## src/verilog/itt_map.vh

```
// register map and constants of the interval tick timer
`ifndef ITT_MAP_VH
`define ITT_MAP_VH
`define ITT_ADDR_MODE 4'h0
`define ITT_ADDR_STATUS 4'h4
`define ITT_ADDR_ACK 4'h8
`define ITT_ADDR_PEEK 4'hC
`define ITT_ADDR_IRQ_STATUS 4'h10
`define ITT_ADDR_IRQ_ENABLE 4'h14
`define ITT_ADDR_IRQ_CLEAR 4'h18
`define ITT_MODE_RESET 32'h000FFFFF
`define ITT_LIMIT_RESET 20'hFFFFF
`define ITT_LIMIT_MSB 19
`define ITT_EN_BIT 24
`define ITT_IEN_BIT 25
`define ITT_TALLY_LSB 20
`define ITT_DIV 16
`define ITT_DIV_LAST 4'hF
`endif

```

## src/verilog/itt_timer.v

```verilog
// periodic interval tick timer with classic wishbone slave
`timescale 1ns/1ps
`include "itt_map.vh"

// ==========================================================
// Summary of operation
// - 20-bit interval count and 12-bit tally advance on clock divided by 16.
// - interval count climbs from 0; at limit it returns to 0, tally increments.
// - each wrap sets tick flag; interrupt while flag and interrupt enable set.
// - writing a new limit neither resets nor restarts the counters.
// - reading acknowledge register returns count and tally, clears tally and flag.
// - reading peek register returns same fields without side effects.
// - enable changes take effect only while interval count is 0.
// - after disable, count runs to limit, wraps to 0 and then stops.
// - all counting halts while the core is in debug state.
// - period in divided ticks equals limit plus one.
// - mode holds limit in 19:0, enable bit 24, interrupt enable bit 25.
// - mode resets to 000FFFFF; status and value registers reset to zero.
module itt_timer (
    input wire clk_i,
    input wire rst_i,
    input wire wb_cyc_i,
    input wire wb_stb_i,
    input wire wb_we_i,
    input wire [4:0] wb_adr_i,
    input wire [3:0] wb_sel_i,
    input wire [31:0] wb_dat_i,
    output reg [31:0] wb_dat_o,
    output reg wb_ack_o,
    output reg wb_err_o,
    input wire debug_halt_i,
    output reg tick_irq_o,
    output reg event_irq_o
);

// ==========================================================
// registers
reg [19:0] interval_limit;
reg timer_enable_bit;
reg tick_interrupt_enable;
reg [19:0] interval_count;
reg [11:0] overflow_tally;
reg tick_status_flag;
reg running;
reg [3:0] div_cnt;
reg evt_status;
reg evt_enable;
reg [31:0] next_rdata;
reg next_running;
reg [19:0] next_count;
reg [11:0] next_tally;
reg next_flag;
reg next_evt_status;
wire [31:0] mode_word;
wire [31:0] value_word;
wire [31:0] wmask;
wire [31:0] next_mode;
wire tick;
wire at_limit;
wire count_zero;
wire wrap;
wire req;
wire wr;
wire rd;
wire mapped;
wire sel_mode;
wire sel_status;
wire sel_ack;
wire sel_peek;
wire sel_evt_status;
wire sel_evt_enable;
wire sel_evt_clear;
wire ack_read;
wire mode_write;
wire enable_write;
wire clear_write;

// ==========================================================
// bus decode
// a request is taken only while no answer is out, so a held strobe is answered every other cycle
assign req = wb_cyc_i & wb_stb_i & ~wb_ack_o & ~wb_err_o;
assign wr = req & wb_we_i;
assign rd = req & ~wb_we_i;

// misaligned addresses and the one spare word are refused with an error and have no effect
assign mapped = (wb_adr_i[1:0] == 2'b00) & (wb_adr_i[4:2] != 3'b111);
assign sel_mode = mapped & (wb_adr_i[4:2] == 3'b000);
assign sel_status = mapped & (wb_adr_i[4:2] == 3'b001);
assign sel_ack = mapped & (wb_adr_i[4:2] == 3'b010);
assign sel_peek = mapped & (wb_adr_i[4:2] == 3'b011);
assign sel_evt_status = mapped & (wb_adr_i[4:2] == 3'b100);
assign sel_evt_enable = mapped & (wb_adr_i[4:2] == 3'b101);
assign sel_evt_clear = mapped & (wb_adr_i[4:2] == 3'b110);

assign ack_read = rd & sel_ack;
assign mode_write = wr & sel_mode;
assign enable_write = wr & sel_evt_enable & wb_sel_i[0];
assign clear_write = wr & sel_evt_clear & wb_sel_i[0] & wb_dat_i[0];

// ==========================================================
// byte lanes
genvar lane;
generate
    for (lane = 0; lane < 4; lane = lane + 1) begin : g_lane
        assign wmask[lane * 8 + 7:lane * 8] = {8{wb_sel_i[lane]}};
    end
endgenerate

assign mode_word = {6'h00, tick_interrupt_enable, timer_enable_bit, 4'h0, interval_limit};
assign next_mode = (mode_word & ~wmask) | (wb_dat_i & wmask);
assign value_word = {overflow_tally, interval_count};

// ==========================================================
// divided tick
// the prescaler freezes in debug so no partial period is lost
assign tick = (div_cnt == `ITT_DIV_LAST) & ~debug_halt_i;
assign count_zero = interval_count == 20'h00000;
assign at_limit = interval_count == interval_limit;
assign wrap = tick & running & at_limit;

always @(posedge clk_i) begin
    if (rst_i) begin
        div_cnt <= 4'h0;
    end else if (!debug_halt_i) begin
        div_cnt <= div_cnt + 4'h1;
    end
end

// ==========================================================
// counters
// a limit lowered below the current count lets the count run round through 2^20
always @* begin
    next_count = interval_count;
    next_running = running;
    if (count_zero) begin
        next_running = timer_enable_bit;
    end
    if (tick && running) begin
        if (at_limit) begin
            next_count = 20'h00000;
            next_running = timer_enable_bit;
        end else begin
            next_count = interval_count + 20'h00001;
        end
    end
end

always @(posedge clk_i) begin
    if (rst_i) begin
        interval_count <= 20'h00000;
        running <= 1'b0;
    end else begin
        interval_count <= next_count;
        running <= next_running;
    end
end

// ==========================================================
// overflow tally and tick flag
always @* begin
    next_tally = overflow_tally;
    next_flag = tick_status_flag;
    if (ack_read) begin
        next_tally = 12'h000;
        next_flag = 1'b0;
    end
    // a wrap in the acknowledge cycle wins: the flag stays set and the new period counts once
    if (wrap) begin
        next_tally = next_tally + 12'h001;
        next_flag = 1'b1;
    end
end

always @(posedge clk_i) begin
    if (rst_i) begin
        overflow_tally <= 12'h000;
        tick_status_flag <= 1'b0;
    end else begin
        overflow_tally <= next_tally;
        tick_status_flag <= next_flag;
    end
end

// ==========================================================
// sticky wrap event
// set wins over a clear written in the same cycle, so no wrap is lost
always @* begin
    next_evt_status = evt_status;
    if (clear_write) begin
        next_evt_status = 1'b0;
    end
    if (wrap) begin
        next_evt_status = 1'b1;
    end
end

always @(posedge clk_i) begin
    if (rst_i) begin
        evt_status <= 1'b0;
    end else begin
        evt_status <= next_evt_status;
    end
end

always @(posedge clk_i) begin
    if (rst_i) begin
        evt_enable <= 1'b0;
    end else if (enable_write) begin
        evt_enable <= wb_dat_i[0];
    end
end

// ==========================================================
// mode register
// only the byte lanes selected are taken; the counters are left running
always @(posedge clk_i) begin
    if (rst_i) begin
        interval_limit <= `ITT_LIMIT_RESET;
    end else if (mode_write) begin
        interval_limit <= next_mode[`ITT_LIMIT_MSB:0];
    end
end

always @(posedge clk_i) begin
    if (rst_i) begin
        timer_enable_bit <= 1'b0;
    end else if (mode_write) begin
        timer_enable_bit <= next_mode[`ITT_EN_BIT];
    end
end

always @(posedge clk_i) begin
    if (rst_i) begin
        tick_interrupt_enable <= 1'b0;
    end else if (mode_write) begin
        tick_interrupt_enable <= next_mode[`ITT_IEN_BIT];
    end
end

// ==========================================================
// read data
// the acknowledge read returns the value as it stood before its own clear
always @* begin
    next_rdata = 32'h00000000;
    if (rd && mapped) begin
        case (wb_adr_i[4:2])
            3'b000: next_rdata = mode_word;
            3'b001: next_rdata = {31'h00000000, tick_status_flag};
            3'b010: next_rdata = value_word;
            3'b011: next_rdata = value_word;
            3'b100: next_rdata = {31'h00000000, evt_status};
            3'b101: next_rdata = {31'h00000000, evt_enable};
            default: next_rdata = 32'h00000000;
        endcase
    end
end

// ==========================================================
// bus answer
always @(posedge clk_i) begin
    if (rst_i) begin
        wb_ack_o <= 1'b0;
    end else begin
        wb_ack_o <= req & mapped;
    end
end

always @(posedge clk_i) begin
    if (rst_i) begin
        wb_err_o <= 1'b0;
    end else begin
        wb_err_o <= req & ~mapped;
    end
end

always @(posedge clk_i) begin
    if (rst_i) begin
        wb_dat_o <= 32'h00000000;
    end else begin
        wb_dat_o <= next_rdata;
    end
end

// ==========================================================
// interrupts
// the wrap term lets the line rise in the cycle after the wrap, not two cycles later
always @(posedge clk_i) begin
    if (rst_i) begin
        tick_irq_o <= 1'b0;
    end else begin
        tick_irq_o <= next_flag & tick_interrupt_enable;
    end
end

always @(posedge clk_i) begin
    if (rst_i) begin
        event_irq_o <= 1'b0;
    end else begin
        event_irq_o <= next_evt_status & evt_enable;
    end
end

endmodule // itt_timer

```

## config.mk

```make
export PLATFORM = sky130hd
export DESIGN_NAME = itt_timer
export DESIGN_NICKNAME = d
export VERILOG_FILES = /design/src/verilog/itt_timer.v
export VERILOG_INCLUDE_DIRS = /design/src /design/src/verilog
export SDC_FILE = /design/constraint.sdc
export NUM_CORES = 1
export LEC_CHECK = 0
export BUFFER_PORTS_ARGS = -buffer_cell sky130_fd_sc_hd__buf_2
export CAP_MARGIN = 40
export CELL_PAD_IN_SITES_DETAIL_PLACEMENT = 0
export CELL_PAD_IN_SITES_GLOBAL_PLACEMENT = 1
export CORE_MARGIN = 3
export CORE_UTILIZATION = 41
export CTS_CLUSTER_SIZE = 14
export DETAILED_ROUTE_END_ITERATION = 8
export PLACE_DENSITY_LB_ADDON = 0.1
export SETUP_SLACK_MARGIN = 0.05
export SYNTH_ARGS = -nofsm -noshare
export SYNTH_HDL_FRONTEND = slang
export SYNTH_SLANG_ARGS = --single-unit
```

## constraint.sdc

```tcl
create_clock -name clk_i -period 2.4 [get_ports clk_i]
set_input_delay 0.12 -clock clk_i [delete_from_list [all_inputs] [get_ports clk_i]]
set_output_delay 0.12 -clock clk_i [all_outputs]
set_load 0.03 [all_outputs]
```

# Word-level counts from Yosys, hierarchy flattened
# Index checks and enable logic that the tools add are counted.
# word_totals
ff_bits	98
input_bits	47
output_inout_bits	36
elab_cells	79
# op_classes
add_sub_neg	3
n_eq_ne	9
n_mux	11
n_bitwise	34
n_reduce_logical	7
# ops
operator	count
32-bit one-hot mux with 5 select lines	1
26-bit AND	2
26-bit NOT	1
26-bit bitwise OR	1
1-bit AND	24
12-bit 2-to-1 mux	2
20-bit by 1-bit adder with 20-bit output, second input constant	1
20-bit == test	1
20-bit zero test	1
20-bit 2-to-1 mux	1
12-bit by 1-bit adder with 12-bit output, second input constant	1
3-bit == test, second input constant	3
1-bit 2-to-1 mux	7
3-bit by 2-bit == test with 1-bit output, second input constant	2
1-bit NOT	6
4-bit by 1-bit adder with 4-bit output, second input constant	1
4-bit == test, second input constant	1
2-bit OR reduction	2
3-bit by 1-bit == test with 1-bit output, second input constant	1
3-bit zero test	1
3-bit != test, second input constant	1
1-bit logical AND	2
2-bit zero test	1

# Longest topological paths before layout
# depth
word_depth	10
ltp_mapped	9
ltp_nobuf	8

# Least setup slack after synthesis
# OpenSTA, ideal clock, no wires.
# synth_path
kind	input to register
start	in wb_adr_i[2]
end	reg overflow_tally[10]
setup_ns	0.074
t_arrival_ns	1.932
required_ns	2.326
setup_slack_ns	0.393
cell_stages	9
n_path_buf	1
cell_sequence	buf_6 -> or4b_4 -> or3_4 -> and2_1 -> ha_1 -> inv_1 -> nor3_1 -> and3_1 -> o21ai_0
# synth_between
elab_chain_cells	7
word_cells_on_any_way	8
classes_between	add/sub: 1; eq/ne: 2; mux: 2; bitwise: 3
# synth_rtl
element	line_no	text
start: declaration	itt_timer.v:25	input wire [4:0] wb_adr_i,
3-bit != test	itt_timer.v:86	assign mapped = (wb_adr_i[1:0] == 2'b00) & (wb_adr_i[4:2] != 3'b111);
1-bit AND	itt_timer.v:86	
1-bit AND *	itt_timer.v:89	assign sel_ack = mapped & (wb_adr_i[4:2] == 3'b010);
1-bit AND *	itt_timer.v:95	assign ack_read = rd & sel_ack;
12-bit 2-to-1 mux *	itt_timer.v:163	if (ack_read) begin
12-bit by 1-bit adder with 12-bit output	itt_timer.v:169	next_tally = next_tally + 12'h001;
12-bit 2-to-1 mux *	itt_timer.v:168	if (wrap) begin
end signal: assignment	itt_timer.v:179	overflow_tally <= next_tally;
end: declaration	itt_timer.v:42	reg [11:0] overflow_tally;
# Every way passes the cells marked *; elsewhere a longest branch is shown, timed or not.
# A chain may end at the register's enable or synchronous reset.

# Final worst setup path
# layout_path
start	reg div_cnt[0]
end	reg overflow_tally[3]
# layout_between
elab_chain_cells	5
# layout_rtl
element	line_no	text
start: declaration	itt_timer.v:45	reg [3:0] div_cnt;
start signal: assignment	itt_timer.v:125	div_cnt <= div_cnt + 4'h1;
4-bit == test (no source line)	n/a	
1-bit AND	itt_timer.v:116	assign tick = (div_cnt == `ITT_DIV_LAST) & ~debug_halt_i;
1-bit AND (2 in series)	itt_timer.v:119	assign wrap = tick & running & at_limit;
12-bit 2-to-1 mux	itt_timer.v:168	
# Every way passes these cells.

==> key figures <==
Worst setup path
  • CP Class: reg2reg
  • Critical path arrival: 2440 ps
  • Crit path max fanout: 13
  • Worst setup path endpoint: overflow_tally[3]$_SDFF_PP0_
  • Reg2reg end: overflow_tally[3]$_SDFF_PP0_
  • CP startpoint: div_cnt[0]$_SDFFE_PP0N_
  • Crit path cell chain: ha_1 > and4b_1 > nand2_1 > or2_2 > or4_1 > a21oi_1
  • Max incr delay on CP: 530 ps
  • Reg2reg path depth: 6
  • Critical Path Source Type: register
  • Slowest cell on crit path: or4_1
  • Worst Path Required: 2690 ps
  • Worst R2R Setup Slack: 250 ps
  • Worst Setup End Kind: register
  • FF-to-FF Start: div_cnt[0]$_SDFFE_PP0N_

Global routing
  • Largest net degree at the start of global routing: 22
  • Total GRT Usage: 0.191
  • First-pass GRT wire length: 17600 microns
  • Grt ovf: 0
  • Initial antenna violation count: 0
  • Vias in the first global route: between 3000 and 4000

Logic synthesis
  • Syn avg cell area: about 9 sq um
  • Synth unique cells: 48
  • Synth Area in Simple Gates: 0.287
  • Sequential area share after synthesis: 0.463
  • Post-Syn Instances: 484
  • Synth top area share: 0.463
  • EDFF count, synth: 0
  • Main synth FF type: dfxtp_1
  • Syn nets: 535
  • Syn Std Cell Area: 0.00424 sq mm
  • Largest family of logic cells by synthesized area: simple AND/OR/NAND/NOR gates
  • Top post-synthesis cells by area: dfxtp_1 46%, xor2_1 5.8%, nor2_1 5.3%
  • Synth warn: 0
  • Synth Register Bits: ~100
  • Adder-Cell Fraction of Synth Area: 0.0118
  • Compound-Gate Fraction of Synth Area: 0.0904
  • Synth async-reset ratio: 0
  • Post-synthesis mux area share: 0.0216
  • Xor/xnor share of the synthesized area: 0.0869
  • Synth area leader: dfxtp_1

STA
  • Fin crit period: 2150 ps
  • FMAX: approximately 470 MHz
  • Slew Limit Fails: 0
  • Unrepaired setup endpoints after global routing: false
  • Final setup fails: 0
  • Final hold vios: 0
  • Worst-margin pin slew: 544 ps
  • Relative slew slack: 0.632
  • Fin crit share: 0.895
  • Final setup TNS: 0 ps
  • Clock skew: 9.51 ps

Die
  • Std-Cell Core Area: 0.00991 sq mm
  • Die width: 108 microns
  • DIE HEIGHT: 108 microns
  • Starting density of the core: 0.427
  • I/O Pins: 83
  • Die ar.: 0.0116 sq mm
  • Rows: 36

Layout
  • Share of cells above drive strength 1: 0.202
  • # fillers: 987
  • Layout area overhead: 19.5%
  • Area of the multi-input gates: 0.00211 sq mm
  • Final Core Density: 0.511
  • Nets: 616
  • Reg area: 0.00196 sq mm
  • Number of antenna diodes: 0

Place
  • GPL Wtd Cong: 0.819
  • Final HPWL DP: 7550 microns
  • Port bufs: 72

Pwr
  • Final Power: roughly 2.8 mW
  • PD cells: 545 mW/mm^2
  • Maximum vdd ir drop: between 300 and 400 uV
  • Leakage power: 2.02 nW

Worst hold path
  • Hold crit path type: in2reg

Clocking
  • CTS H-tree depth: 3
  • Clk pin slew, worst setup/hold paths: 100 ps
  • CTS root buf: clkbuf_8
  • Deepest clock path buffer count: 2
  • Clk sink count: 98
  • Skew-Pair Late Insertion Delay: 350 ps
  • CTS tree: built
  • TritonCTS Buffers: 9

Routing
  • Vias per Instance: just over 5
  • WL/cell: 14.9 microns
  • 1st-iter DRT viols: 174
  • DR pass1 iterations: 4
  • DRC: 0
  • WL final: 10500 microns
  • Vias after detailed routing: 3650
  • Post-DRT Antenna Nets: 0

Status
  • Status: completed

Flow run
  • Max-capacitance violation count: 0
==> critical path, delay by kind of cell, from the launching register on <==
| family | cells | cell delay, ps |
|---|---|---|
| AO/OA/AOI/OAI | 1 | 150 |
| adder cells (fa/ha/maj) | 1 | 170 |
| flip-flops | 1 | 380 |
| AND/OR/NAND/NOR | 4 | 1390 |
==> power by group <==
part / switching [mW] / leakage (nW) / internal (mW)
Clock: 0.582 / 0.0892 / 0.392
Combinational: 0.0833 / 1.14 / 0.0659
Sequential: 0.00435 / 0.790 / 1.63
==> metal layers <==
metal  GRT usage  up-vias  share of wire
li1            -     1851              -
met2       0.287      103           0.44
met3      0.0354        7          0.061
met4      0.0433        0         0.0070
met5           0        -              0
met1       0.284     1689           0.50
==> metrics by stage <==
step                hold WS, ps  worst slack [ps]  cells  area (sq um)
detailed placement          360               136    676          4770
finish                     16.2               252    703          5060
CTS                       0.226               264    702          5050
global placement            352               171    676          4770
floorplan                   204               393    484          4240
global route               2.44               132    703          5060
==> cells in the mapped netlist, drive strengths merged (2+ instances only) <==
cell type / n
nor4: 9
buf: 8
ha: 4
or3: 2
mux2i: 8
and4: 9
and3: 8
or4b: 2
nand2b: 7
a311o: 2
nand2: 40
nor3: 19
a22oi: 22
and2: 15
nor2b: 3
nor4b: 2
xor2: 28
xnor2: 14
o31ai: 2
inv: 8
nand3: 35
nand4: 16
a21oi: 17
o21ai: 6
clkbuf: 24
o41ai: 2
nor2: 60
dfxtp: 98
==> layout make-up <==
type                       instances  area share
clock inverter                     6     0.00989
multi-input combinational        346       0.417
tap                              133      0.0329
inverter                           8     0.00593
timing repair buffer             102       0.121
clock buffer                      10      0.0252
sequential                        98       0.388
==> worst min-delay path by stage <==
stage	startpoint	to	slack (ps)	cells after the start
finish	wb_dat_i[15]	register	20	3
global route	wb_dat_i[3]	register	2	3
CTS	wb_dat_i[4]	register	0.2	3
detailed placement	wb_dat_i[14]	register	360	3
global placement	wb_dat_i[10]	register	350	3
floorplan	rst_i	wb_ack_o$_SDFF_PP0_	200	1
==> cells in the final DEF, fill, tap and decap left out, types with 8 or more instances in the layout <==
cell type       n
dlygate4sd3_1  11
nor4_1          8
and2_1         14
inv_1           8
nand3_1        35
a21oi_1        17
buf_2          72
xnor2_1        14
clkbuf_8        9
nor3_1         18
and4_1          9
buf_4          19
a22oi_1        22
mux2i_1         8
dfxtp_1        98
nand4_1        16
and3_1          8
nor2_1         60
nand2_1        40
xor2_1         28
==> repair_timing <==
item | CTS | global route
resized for setup | 0 | 0
hold endpoints to repair | 10 | 1
hold buffers | 10 | 1
buffers inserted | 0 | 0
==> logic make-up (layout without fill, tap and decap cells) <==
family | count (synthesis) | after routing
and+or+nand+nor | 234 | 234
DFF | 98 | 98
AOI/OAI and AO/OA | 57 | 57
xor gates and xnor gates | 42 | 42
buffers and inverters | 40 | 126
muxes | 9 | 9
adders and majority gates | 4 | 4
No activity file was read; power rests on OpenSTA's default activity.
